### config.mk
export PLATFORM = sky130hd
export DESIGN_NAME = fseq_seq
export DESIGN_NICKNAME = d
export VERILOG_FILES = /design/src/logic/fseq_pkg.sv /design/src/logic/fseq_seq.sv
export VERILOG_INCLUDE_DIRS = /design/src /design/src/logic
export SDC_FILE = /design/constraint.sdc
export NUM_CORES = 2
export LEC_CHECK = 0
export ABC_AREA = 0
export BUFFER_PORTS_ARGS = -buffer_cell sky130_fd_sc_hd__clkbuf_2
export CELL_PAD_IN_SITES_DETAIL_PLACEMENT = 0
export CELL_PAD_IN_SITES_GLOBAL_PLACEMENT = 1
export CORE_MARGIN = 8
export CORE_UTILIZATION = 43
export CTS_BUF_LIST = sky130_fd_sc_hd__clkbuf_4 sky130_fd_sc_hd__clkbuf_8 sky130_fd_sc_hd__clkbuf_16
export DETAILED_ROUTE_END_ITERATION = 10
export MAX_ROUTING_LAYER = met4
export PLACE_DENSITY_LB_ADDON = 0.25
export SYNTH_ARGS = -nofsm -noshare
export SYNTH_HDL_FRONTEND = slang
export SYNTH_SLANG_ARGS = --single-unit
### constraint.sdc
create_clock -name aclk -period 4 [get_ports aclk]
set_input_delay 0.2 -clock aclk [delete_from_list [all_inputs] [get_ports aclk]]
set_output_delay 0.2 -clock aclk [all_outputs]
set_load 0.02 [all_outputs]
### src/logic/fseq_defines.svh
/*
 Register offsets, field positions, reset values and timing figures of the
 flash self erase/program sequencer. Definitions only; included by the package.
*/
`ifndef FSEQ_DEFINES_SVH
`define FSEQ_DEFINES_SVH

// ----------------------------------------------------------------------------
// Register byte offsets
// ----------------------------------------------------------------------------
`define FSEQ_OFS_PTR      8'h00
`define FSEQ_OFS_LATCH    8'h04
`define FSEQ_OFS_TBLWR    8'h08
`define FSEQ_OFS_CTRL     8'h0C
`define FSEQ_OFS_KEY      8'h10
`define FSEQ_OFS_STATUS   8'h14

// ----------------------------------------------------------------------------
// Field positions
// ----------------------------------------------------------------------------
`define FSEQ_CTRL_START   1
`define FSEQ_CTRL_WRITE_ENABLE_BIT    2
`define FSEQ_CTRL_ABORT   3
`define FSEQ_CTRL_ERASE   4
`define FSEQ_PTR_W        22
`define FSEQ_PTR_INC_W    21
`define FSEQ_ROW_BYTES    64
`define FSEQ_IDX_W        6
`define FSEQ_BLK_LSB      10
`define FSEQ_ROW_LSB      6

// ----------------------------------------------------------------------------
// Key values, reset values, timing
// ----------------------------------------------------------------------------
`define FSEQ_KEY_FIRST    8'h55
`define FSEQ_KEY_SECOND   8'hAA
`define FSEQ_PTR_RST      22'h00_0000
`define FSEQ_BYTE_RST     8'h00
`define FSEQ_CLK_KHZ      40000
`define FSEQ_PROG_TIME_US 2000
`define FSEQ_ERASE_TIME_US 2000

`endif

### src/logic/fseq_pkg.sv
/*
 Types of the flash self erase/program sequencer.
 Assumes fseq_defines.svh is on the include path.
*/
`include "fseq_defines.svh"

package fseq_pkg;

   // --------------------------------------------------------------------------
   // Operation state, one bit from idle to erase, both bits from idle to program
   // --------------------------------------------------------------------------
   typedef enum logic [1:0] {
      FSEQ_IDLE  = 2'b00,
      FSEQ_ERASE = 2'b01,
      FSEQ_PROG  = 2'b11
   } fseq_op_t;

   typedef enum logic [1:0] {
      FSEQ_KEY_NONE = 2'b00,
      FSEQ_KEY_55   = 2'b01,
      FSEQ_KEY_AA   = 2'b11
   } fseq_key_t;

   // --------------------------------------------------------------------------
   // Flash array command carrier
   // --------------------------------------------------------------------------
   typedef struct packed {
      logic erase;
      logic prog;
      logic [11:0] block;
      logic [14:0] row;
      logic [`FSEQ_ROW_BYTES-1:0][7:0] data;
   } fseq_flash_t;

   // --------------------------------------------------------------------------
   // Whole module state
   // --------------------------------------------------------------------------
   typedef struct packed {
      logic awseen;
      logic [7:0] awaddr;
      logic wseen;
      logic [31:0] wdata;
      logic [3:0] wstrb;
      logic bvalid;
      logic [1:0] bresp;
      logic rvalid;
      logic [31:0] rdata;
      logic [1:0] rresp;
      logic [`FSEQ_PTR_W-1:0] ptr;
      logic [7:0] latch;
      logic erase_sel;
      logic abort;
      logic write_enable_bit;
      logic start;
      fseq_key_t key;
      fseq_op_t op;
      logic [31:0] timer;
      logic [`FSEQ_ROW_BYTES-1:0][7:0] hold;
      fseq_flash_t flash;
   } fseq_state_t;

endpackage

### src/logic/fseq_seq.sv
/*
 Flash self erase/program sequencer with an AXI4-Lite register slave.
 Assumes one clock (aclk, 40 MHz), synchronous active-low reset, and a flash
 array that acts on the erase/prog levels for as long as they stand.
*/
// Decided for this implementation: the placing of the registers and the AXI4-Lite register port.
`timescale 1ns/1ps
`default_nettype none

module fseq_seq
   import fseq_pkg::*;
#(
   parameter int PROG_CYCLES = `FSEQ_PROG_TIME_US * (`FSEQ_CLK_KHZ / 1000),
   parameter int ERASE_CYCLES = `FSEQ_ERASE_TIME_US * (`FSEQ_CLK_KHZ / 1000)
) (
   // Clock and reset
   input wire logic aclk,
   input wire logic aresetn,
   // Warm reset event from the reset controller, same clock
   input wire logic warm_reset,
   // AXI4-Lite write address and data
   input wire logic awvalid,
   output logic awready,
   input wire logic [7:0] awaddr,
   input wire logic [2:0] awprot,
   input wire logic wvalid,
   output logic wready,
   input wire logic [31:0] wdata,
   input wire logic [3:0] wstrb,
   // AXI4-Lite write response
   output logic bvalid,
   input wire logic bready,
   output logic [1:0] bresp,
   // AXI4-Lite read
   input wire logic arvalid,
   output logic arready,
   input wire logic [7:0] araddr,
   input wire logic [2:0] arprot,
   output logic rvalid,
   input wire logic rready,
   output logic [31:0] rdata,
   output logic [1:0] rresp,
   // CPU and flash array
   output logic cpu_stall,
   output fseq_flash_t flash_cmd
);

   // ---------------------------------------------------------------------------
   // Helpers
   // ---------------------------------------------------------------------------
   // Byte-lane merge keeps the pointer bytes that the strobes leave out
   function automatic logic [31:0] fseq_merge(input logic [31:0] old, input logic [31:0] nw,
                                              input logic [3:0] strb);
      logic [31:0] r;
      r = old;
      for (int i = 0; i < 4; i++) begin
         if (strb[i]) begin
            r[i*8 +: 8] = nw[i*8 +: 8];
         end
      end
      return r;
   endfunction

   // Only whole aligned words are decoded; any other offset gets an error response
   function automatic logic fseq_mapped(input logic [7:0] a);
      return (a == `FSEQ_OFS_PTR) || (a == `FSEQ_OFS_LATCH) || (a == `FSEQ_OFS_TBLWR) ||
             (a == `FSEQ_OFS_CTRL) || (a == `FSEQ_OFS_KEY) || (a == `FSEQ_OFS_STATUS);
   endfunction

   localparam logic [31:0] PROG_CNT = PROG_CYCLES[31:0];
   localparam logic [31:0] ERASE_CNT = ERASE_CYCLES[31:0];

   fseq_state_t s_q, s_d;

   // ---------------------------------------------------------------------------
   // Bus handshakes
   // ---------------------------------------------------------------------------
   // Address and data are taken in either order; the response waits for both.
   // One write and one read at most are under way; a second waits for the answer.
   assign awready = !s_q.awseen && !s_q.bvalid;
   assign wready = !s_q.wseen && !s_q.bvalid;
   assign arready = !s_q.rvalid;
   assign bvalid = s_q.bvalid;
   assign bresp = s_q.bresp;
   assign rvalid = s_q.rvalid;
   assign rdata = s_q.rdata;
   assign rresp = s_q.rresp;
   assign cpu_stall = (s_q.op != FSEQ_IDLE);
   assign flash_cmd = s_q.flash;

   // ---------------------------------------------------------------------------
   // Next state
   // ---------------------------------------------------------------------------
   always_comb begin
      logic [31:0] wd;
      logic [31:0] ptrw;
      logic [7:0] a;
      logic do_wr;
      logic [`FSEQ_PTR_INC_W-1:0] low;
      wd = 32'h0000_0000;
      ptrw = 32'h0000_0000;
      a = 8'h00;
      do_wr = 1'b0;
      low = '0;
      s_d = s_q;
      // Bus capture, register write, timer, warm reset: a later step overrides an earlier one

      if (awvalid && awready) begin
         s_d.awseen = 1'b1;
         s_d.awaddr = awaddr;
      end
      if (wvalid && wready) begin
         s_d.wseen = 1'b1;
         s_d.wdata = wdata;
         s_d.wstrb = wstrb;
      end
      if (s_q.bvalid && bready) begin
         s_d.bvalid = 1'b0;
      end

      // Register write once both halves are in
      if (s_q.awseen && s_q.wseen) begin
         do_wr = 1'b1;
         a = s_q.awaddr;
         wd = s_q.wdata;
         s_d.awseen = 1'b0;
         s_d.wseen = 1'b0;
         s_d.bvalid = 1'b1;
         s_d.bresp = fseq_mapped(a) ? 2'b00 : 2'b10;
      end

      // Any write other than the key sequence breaks the unlock
      if (do_wr && a != `FSEQ_OFS_KEY) begin
         s_d.key = FSEQ_KEY_NONE;
      end

      if (do_wr && s_q.op == FSEQ_IDLE) begin
         unique case (a)
            `FSEQ_OFS_PTR: begin
               ptrw = fseq_merge({10'h000, s_q.ptr}, wd, s_q.wstrb);
               s_d.ptr = ptrw[`FSEQ_PTR_W-1:0];
            end
            `FSEQ_OFS_LATCH: begin
               if (s_q.wstrb[0]) begin
                  s_d.latch = wd[7:0];
               end
            end
            `FSEQ_OFS_TBLWR: begin
               // Mode: 0 keep, 1 post-increment, 2 post-decrement, 3 pre-increment
               // Only the low 21 pointer bits move; the top bit selects a separate space
               if (s_q.wstrb[0]) begin
                  low = s_q.ptr[`FSEQ_PTR_INC_W-1:0];
                  if (wd[1:0] == 2'b11) begin
                     low = low + 21'h00_0001;
                  end
                  s_d.hold[low[`FSEQ_IDX_W-1:0]] = s_q.latch;
                  if (wd[1:0] == 2'b01) begin
                     low = low + 21'h00_0001;
                  end else if (wd[1:0] == 2'b10) begin
                     low = low - 21'h00_0001;
                  end
                  s_d.ptr[`FSEQ_PTR_INC_W-1:0] = low;
               end
            end
            `FSEQ_OFS_CTRL: begin
               if (s_q.wstrb[0]) begin
                  s_d.write_enable_bit = wd[`FSEQ_CTRL_WRITE_ENABLE_BIT];
                  s_d.erase_sel = wd[`FSEQ_CTRL_ERASE];
                  // The clear comes first so a refused start in the same write still sets the flag
                  if (!wd[`FSEQ_CTRL_ABORT]) begin
                     s_d.abort = 1'b0;
                  end
                  // Writing zero to start never clears it
                  if (wd[`FSEQ_CTRL_START]) begin
                     if (s_q.key == FSEQ_KEY_AA && wd[`FSEQ_CTRL_WRITE_ENABLE_BIT]) begin
                        s_d.start = 1'b1;
                        s_d.flash.block = s_q.ptr[`FSEQ_PTR_W-1:`FSEQ_BLK_LSB];
                        s_d.flash.row = s_q.ptr[20:`FSEQ_ROW_LSB];
                        s_d.flash.data = s_q.hold;
                        if (wd[`FSEQ_CTRL_ERASE]) begin
                           s_d.op = FSEQ_ERASE;
                           s_d.timer = ERASE_CNT;
                           s_d.flash.erase = 1'b1;
                        end else begin
                           s_d.op = FSEQ_PROG;
                           s_d.timer = PROG_CNT;
                           s_d.flash.prog = 1'b1;
                        end
                     end else begin
                        s_d.abort = 1'b1;
                     end
                  end
               end
            end
            `FSEQ_OFS_KEY: begin
               // A stray value drops the unlock so a runaway loop cannot start a cycle
               if (s_q.wstrb[0] && wd[7:0] == `FSEQ_KEY_FIRST) begin
                  s_d.key = FSEQ_KEY_55;
               end else if (s_q.wstrb[0] && wd[7:0] == `FSEQ_KEY_SECOND && s_q.key == FSEQ_KEY_55) begin
                  s_d.key = FSEQ_KEY_AA;
               end else begin
                  s_d.key = FSEQ_KEY_NONE;
               end
            end
            default: begin
            end
         endcase
      end

      // Self-timed cycle; the timer or a warm reset ends it
      // Loaded by the start write, so the stall lasts exactly the count
      if (s_q.op != FSEQ_IDLE) begin
         s_d.timer = s_q.timer - 32'h0000_0001;
         if (s_q.timer <= 32'h0000_0001) begin
            s_d.op = FSEQ_IDLE;
            s_d.start = 1'b0;
            s_d.flash.erase = 1'b0;
            s_d.flash.prog = 1'b0;
            // A finished program leaves erase select alone; a finished erase clears it
            if (s_q.op == FSEQ_ERASE) begin
               s_d.erase_sel = 1'b0;
            end
         end
      end

      // A warm reset kills the cycle and leaves the abort flag for software
      // Pointer and holding registers survive it, so software may simply retry
      if (warm_reset) begin
         if (s_q.op != FSEQ_IDLE) begin
            s_d.abort = 1'b1;
         end
         s_d.op = FSEQ_IDLE;
         s_d.start = 1'b0;
         s_d.write_enable_bit = 1'b0;
         s_d.erase_sel = 1'b0;
         s_d.key = FSEQ_KEY_NONE;
         s_d.flash.erase = 1'b0;
         s_d.flash.prog = 1'b0;
      end

      // ------------------------------------------------------------------------
      // Read path; reads are answered even while a long cycle runs
      // ------------------------------------------------------------------------
      if (s_q.rvalid && rready) begin
         s_d.rvalid = 1'b0;
      end
      if (arvalid && arready) begin
         s_d.rvalid = 1'b1;
         s_d.rresp = fseq_mapped(araddr) ? 2'b00 : 2'b10;
         s_d.rdata = 32'h0000_0000;
         unique case (araddr)
            `FSEQ_OFS_PTR: s_d.rdata = {10'h000, s_q.ptr};
            `FSEQ_OFS_LATCH: s_d.rdata = {24'h00_0000, s_q.latch};
            `FSEQ_OFS_CTRL: s_d.rdata = {27'h000_0000, s_q.erase_sel, s_q.abort, s_q.write_enable_bit, s_q.start, 1'b0};
            `FSEQ_OFS_STATUS: s_d.rdata = {28'h000_0000, s_q.key, s_q.op};
            default: begin
            end
         endcase
      end
   end

   // ---------------------------------------------------------------------------
   // State register
   // ---------------------------------------------------------------------------
   // Holding registers clear too; software still reloads them before each program
   always_ff @(posedge aclk) begin
      if (!aresetn) begin
         s_q <= '0;
         s_q.ptr <= `FSEQ_PTR_RST;
         s_q.latch <= `FSEQ_BYTE_RST;
         s_q.op <= FSEQ_IDLE;
         s_q.key <= FSEQ_KEY_NONE;
      end else begin
         s_q <= s_d;
      end
   end

endmodule // fseq_seq

`default_nettype wire

# [After elaboration in Yosys (flattened, before gate mapping)]
# Index checks and enable logic that the tools add are counted.
# W data, S select, Z words.
[totals] register_bits=1196 output_inout_bits=583 wordCells=302
[op_classes] n_addsub=4 order_cmp=3 eq_ne=27 n_mux=60 bitwise_logic=1 reduce_logical=53
[op_table] op="$mux W541" count=4
[op_table] op="$mux W1093" count=1
[op_table] op="$mux W512" count=2
[op_table] op="$bwmux W512" count=1
[op_table] op="$mux W34" count=6
[op_table] op="$mux W21" count=7
[op_table] op="$pmux W22 S4" count=1
[op_table] op="$demux W8 S6" count=1
[op_table] op="$eq A8 B4 Y1 const B" count=6
[op_table] op="$add A21 B1 Y21 const B" count=2
[op_table] op="$pmux W21 S2" count=1
[op_table] op="$eq A8 B5 Y1 const B" count=5
[op_table] op="$mux W35" count=1
[op_table] op="$le A32 B1 Y1 const B" count=1
[op_table] op="$mux W8" count=4
[op_table] op="$sub A32 B1 Y32 const B" count=1
[op_table] op="$eq A8 B3 Y1 const B" count=3
[op_table] op="$logic_not A8 Y1" count=3
[op_table] op="$mux W22" count=1
[op_table] op="$sub A21 B1 Y21 const B" count=1
[op_table] op="$mux W2" count=9
[op_table] op="$reduce_bool A2 Y1" count=9
[op_table] op="$mux W1" count=16
[op_table] op="$logic_and A1 B1 Y1" count=15
[op_table] op="other kinds (20)" count=47

# [Depth between registers and ports, before layout]
[depth] depth_word=18 depth_mapped=15 ltp_nobuf=14

# [Worst setup path after synthesis]
# No wires, ideal clock.
[synth_path] path_type="reg2reg" start="register s_q[1165] in the netlist's numbering" end="register s_q[1119] in the netlist's numbering" setup_time_ns=0.120 arrival_time_ns=3.221 required_ns=3.880 slack_ns=0.659 stages_incl_launch_ff=16 path_buffers=1 period_less_slack_ns=3.341 path_cell_list="dfxtp_1 nand4_1 clkbuf_1 nand2_1 nand2_1 inv_2 ha_1 nand2_1 or4_1 or3_1 a2111oi_0 o2111ai_1 nor3_1 a31oi_1 xnor2_1 a21oi_1"
[synth_between] elab_chain_len=11
[synth_lines] element="start, declared" line="fseq_seq.sv:73" source="fseq_state_t s_q, s_d;"
[synth_lines] element="$mux W22 *" line="fseq_seq.sv:122" source="if (s_q.awseen && s_q.wseen) begin"
[synth_lines] element="$eq A2 B2 Y1" line="fseq_seq.sv:153" source="if (wd[1:0] == 2'b11) begin"
[synth_lines] element="$mux W21" line="fseq_seq.sv:153"
[synth_lines] element="$mux W21" line="fseq_seq.sv:151" source="if (s_q.wstrb[0]) begin"
[synth_lines] element="$mux W21" line="fseq_seq.sv:138" source="unique case (a)"
[synth_lines] element="$mux W21" line="fseq_seq.sv:137" source="if (do_wr && s_q.op == FSEQ_IDLE) begin"
[synth_lines] element="$sub A21 B1 Y21" line="fseq_seq.sv:160" source="low = low - 21'h00_0001;"
[synth_lines] element="$mux W21" line="fseq_seq.sv:159" source="end else if (wd[1:0] == 2'b10) begin"
[synth_lines] element="$mux W21 *" line="fseq_seq.sv:157" source="if (wd[1:0] == 2'b01) begin"
[synth_lines] element="$mux W21 *" line="fseq_seq.sv:151"
[synth_lines] element="$pmux W21 S2 *" line="fseq_seq.sv:138"
# Mark *: on every way between the ends. The rest lies on a longest branch, timed or not. The select of a mux whose other input is x is not followed.
# A chain may end at the register's enable or synchronous reset.

# [Worst setup path in the final report]
[layout_path] start="register s_q[1166] in the netlist's numbering" end="register s_q[1119] in the netlist's numbering"
# The elaborated chain is that of the path after synthesis.

==> metrics.txt <==
# TYPE chip_impl_metric gauge
chip_impl_metric{name="cts_buffers",unit=""} 132
chip_impl_metric{name="postSynthAreaPerCell",unit="um^2"} 8.44
chip_impl_metric{name="wl_per_cell",unit="um"} 19.7
chip_impl_metric{name="grt_first_pass_wirelength",unit="um"} 214000
chip_impl_metric{name="placed_cell_area",unit="mm^2"} 0.0482
chip_impl_metric{name="hold_viol_final",unit=""} 0
chip_impl_metric{name="drtPass1Iterations",unit=""} 5
chip_impl_metric{name="numnets_final",unit=""} 5699
chip_impl_info{name="ys.flop_type",value="sky130_fd_sc_hd__dfxtp_1"} 1
chip_impl_metric{name="globalplace.congestion",unit=""} 0.835
chip_impl_metric{name="clk_pin_slew",unit="ns"} 0.06
chip_impl_metric{name="transition_time_at_the_pin_with_the_least_slew_margin",unit="ns"} 1.12
chip_impl_metric{name="grt.total_usage",unit="%"} 22.9
chip_impl_metric{name="final-setup-viol-count",unit=""} 0
chip_impl_metric{name="clock_latency",unit="ns"} 0.75
chip_impl_metric{name="top_ports",unit=""} 649
chip_impl_info{name="min-delay-start",value="araddr[5]"} 1
chip_impl_metric{name="static-leakage-power",unit="nW"} 19.6
chip_impl_metric{name="die-area",unit="mm^2"} 0.122
chip_impl_metric{name="cap_violations",unit=""} 0
chip_impl_metric{name="cts_max_level",unit=""} 4
chip_impl_info{name="cts_root_buffer",value="sky130_fd_sc_hd__clkbuf_16"} 1
chip_impl_metric{name="worstPathRequired",unit="ns"} 4.60
chip_impl_metric{name="antenna_cells",unit=""} 0
chip_impl_metric{name="clk_path_buf_depth",unit=""} 3
chip_impl_info{name="outcome",value="finished clean"} 1
chip_impl_metric{name="layout-drive-gt1-share",unit="%"} 18.2
chip_impl_metric{name="min_period_over_period",unit="%"} 93.6
chip_impl_metric{name="syn_area",unit="mm^2"} 0.0478
chip_impl_info{name="synth.most_common_cell",value="sky130_fd_sc_hd__nand2_1"} 1
chip_impl_metric{name="largest_net_degree_at_the_start_of_global_routing",unit=""} 118
chip_impl_metric{name="maxSlewViolCount",unit=""} 0
chip_impl_metric{name="io_buffer_count",unit=""} 619
chip_impl_metric{name="rows",unit=""} 122
chip_impl_metric{name="place.detailed.hpwl",unit="um"} 90400
chip_impl_info{name="synthTopCellsByCount",value="sky130_fd_sc_hd__nand2_1 (1301), sky130_fd_sc_hd__dfxtp_1 (1173), sky130_fd_sc_hd__a21oi_1 (695)"} 1
chip_impl_info{name="setup.worst_path.start_class",value="register"} 1
chip_impl_metric{name="setup_tns",unit="ns"} 0
chip_impl_info{name="setup_repair_after_global_routing_missed_its_margin",value="no"} 1
chip_impl_metric{name="final.fill_count",unit=""} 10890
chip_impl_metric{name="cts_setup_buffers",unit=""} 0
chip_impl_metric{name="post_synth_inst_count",unit=""} 5665
chip_impl_info{name="cts_tree",value="built"} 1
chip_impl_metric{name="drt.antenna.violating_nets",unit=""} 0
chip_impl_metric{name="fraction_of_registers_with_async_set_reset",unit="%"} 0
chip_impl_info{name="timing.rr.start",value="s_q[1166]"} 1
chip_impl_metric{name="synth_seq_cells",unit=""} 1173
chip_impl_metric{name="cts_hold_buf",unit=""} 59
chip_impl_info{name="yosysTopAreaCell",value="sky130_fd_sc_hd__dfxtp_1"} 1
chip_impl_metric{name="clkSinkCount",unit=""} 1173
chip_impl_metric{name="die_width",unit="um"} 349
chip_impl_info{name="critPathMostFrequentCell",value="sky130_fd_sc_hd__xnor2_1"} 1
chip_impl_info{name="kind_of_end_point_of_the_critical_path",value="register"} 1
chip_impl_metric{name="layout_min_cycle_time",unit="ns"} 3.74
chip_impl_metric{name="grt-ovfl-total",unit=""} 0
chip_impl_metric{name="route.detailed.drc",unit=""} 0
chip_impl_info{name="synthTopCellsByArea",value="sky130_fd_sc_hd__dfxtp_1 (49%), sky130_fd_sc_hd__nand2_1 (10%), sky130_fd_sc_hd__mux2i_1 (9.4%)"} 1
chip_impl_metric{name="fmax",unit="MHz"} 267
chip_impl_info{name="cp-startpoint",value="s_q[1166]"} 1
chip_impl_metric{name="routed-via-count",unit=""} 36416
chip_impl_info{name="timing.critical_path.cells",value="and4_1, xnor2_1, ha_1, nand2_1, or4_1, or3_1, a2111oi_0, buf_4, o2111ai_1, nor3_1, a31oi_1, xnor2_1, a21oi_1"} 1
chip_impl_info{name="min-delay-path-class",value="in -> reg"} 1
chip_impl_metric{name="data_arrival_time_of_the_critical_path",unit="ns"} 4.35
chip_impl_metric{name="max_slew_margin",unit="%"} 25.3
chip_impl_metric{name="grt_antenna_before_repair",unit=""} 1
chip_impl_metric{name="avgViaCountPerCell",unit=""} 5.05
chip_impl_metric{name="synth.yosys.seq_area_share",unit="%"} 49.1
chip_impl_metric{name="stdcell_area",unit="mm^2"} 0.0532
chip_impl_metric{name="first_global_vias",unit=""} 34536
chip_impl_metric{name="post-synth-top-area-fraction",unit="%"} 49.1
chip_impl_metric{name="yosys_warnings",unit=""} 0
chip_impl_metric{name="synth_enable_flop_cells",unit=""} 0
chip_impl_metric{name="initial_cell_density_of_the_core",unit="%"} 43.3
chip_impl_metric{name="cts_repair_resize_count",unit=""} 0
chip_impl_metric{name="worst_ir_drop_vdd",unit="mV"} 0.333
chip_impl_metric{name="path_max_fanout",unit=""} 13
chip_impl_metric{name="flow.area_growth_from_synthesis",unit="%"} 11.3
chip_impl_info{name="critPathSlowestCell",value="sky130_fd_sc_hd__dfxtp_1"} 1
chip_impl_metric{name="clock-skew-final",unit="ns"} 0.0214
chip_impl_metric{name="delay_contributed_by_the_slowest_stage_of_the_critical_path",unit="ns"} 0.52
chip_impl_info{name="critPathKind",value="reg -> reg"} 1
chip_impl_metric{name="core_area",unit="mm^2"} 0.111
chip_impl_metric{name="totalWireLength",unit="um"} 142000
chip_impl_metric{name="power_density",unit="mW/mm^2"} 458
chip_impl_metric{name="detailedRoute.firstIterationViolations",unit=""} 2611
chip_impl_metric{name="die_height",unit="um"} 349
chip_impl_metric{name="netlist-cell-type-count",unit=""} 75
[cells by family (layout without fill, tap and decap cells)]
logic type | count (synthesis) | after routing | synth area share (%)
and+or+nand+nor | 2104 | 2104 | 18.0
DFF | 1173 | 1173 | 49.1
buffers and inverters | 978 | 1024 | 12.2
AOI/OAI and AO/OA | 899 | 899 | 9.98
muxes | 456 | 456 | 9.56
xor gates and xnor gates | 49 | 49 | 0.914
adders and majority gates | 5 | 5 | 0.131
other | 1 | 12 | 0.00785
[layout make-up]
cell class                 instances  area [um^2]  share of cell area (%)
clock buffer                     184         3860                    7.25
sequential                      1173        23500                    44.2
inverter                          11         48.8                  0.0917
timing repair buffer             785         4830                    9.08
tap                             1488         1860                    3.50
clock inverter                    44          538                    1.01
multi-input combinational       3525        18600                    34.9
[stage by stage]
step	instances	hold slack, ns	worst slack [ns]	utilization, %	power (mW)
after floorplan	5676	0.299	0.659	-	12.3
after global placement	6923	0.390	0.399	43.6	12.4
after detailed placement	6923	0.392	0.385	43.6	12.4
after CTS	7210	0.00471	0.341	48.1	24.7
after global routing	7210	0.0955	0.0732	48.1	25.2
final	7210	0.0671	0.257	48.1	24.4
[path summary, 6_finish.rpt]
check / to / slack (ns) / cells after the start
hold reg to reg: flash_cmd[308] / 0.44 / 2
setup reg to reg: s_q[1119] / 0.26 / 13
setup / recovery: s_q[1119] / 0.26 / 13
hold / removal: rresp[1] / 0.07 / 4
[worst max-delay path: cells and delay by family, from the launching register on]
| family | cells | cell delay [ns] |
|---|---|---|
| AOI/OAI and AO/OA | 4 | 0.79 |
| xor gates and xnor gates | 2 | 0.39 |
| adders and majority gates | 1 | 0.20 |
| buffers and inverters | 1 | 0.20 |
| DFF | 1 | 0.52 |
| and+or+nand+nor | 5 | 1.49 |
[where the power goes]
group | switching, mW | leakage, nW | internal, mW
Combinational | 0.331 | 7.93 | 0.130
Sequential | 0.0338 | 9.46 | 11.7
Clock | 5.02 | 2.19 | 7.13
Total | 5.38 | 19.6 | 19.0
[cell usage in the layout (no fill, tap or decap), types with 27 or more instances in the layout]
master	synthesis	final
sky130_fd_sc_hd__dlygate4sd3_1	0	59
sky130_fd_sc_hd__nand2_1	1301	1298
sky130_fd_sc_hd__nor2_1	539	539
sky130_fd_sc_hd__o21ai_1	70	70
sky130_fd_sc_hd__o21ai_0	31	31
sky130_fd_sc_hd__nor2_2	44	44
sky130_fd_sc_hd__dfxtp_1	1173	1165
sky130_fd_sc_hd__clkbuf_16	0	135
sky130_fd_sc_hd__clkbuf_4	0	31
sky130_fd_sc_hd__buf_12	0	27
sky130_fd_sc_hd__xnor2_1	30	30
sky130_fd_sc_hd__buf_4	577	80
sky130_fd_sc_hd__clkbuf_2	0	619
sky130_fd_sc_hd__a22oi_1	28	28
sky130_fd_sc_hd__nor3_1	30	30
sky130_fd_sc_hd__nand3_1	42	39
sky130_fd_sc_hd__mux2i_1	450	450
sky130_fd_sc_hd__a21oi_1	695	694
[metal layers]
| metal | wire length [um] | part of all wire (%) | up-vias | track usage, % |
|---|---|---|---|---|
| li1 | - | - | 17903 | - |
| met5 | 0 | 0 | - | - |
| met2 | 66600 | 47 | 890 | 36.3 |
| met1 | 64200 | 45 | 17429 | 29.6 |
| met4 | 3570 | 2.5 | 0 | 6.74 |
| met3 | 7620 | 5.4 | 194 | 4.39 |
Power figures use the tool's default switching activity.
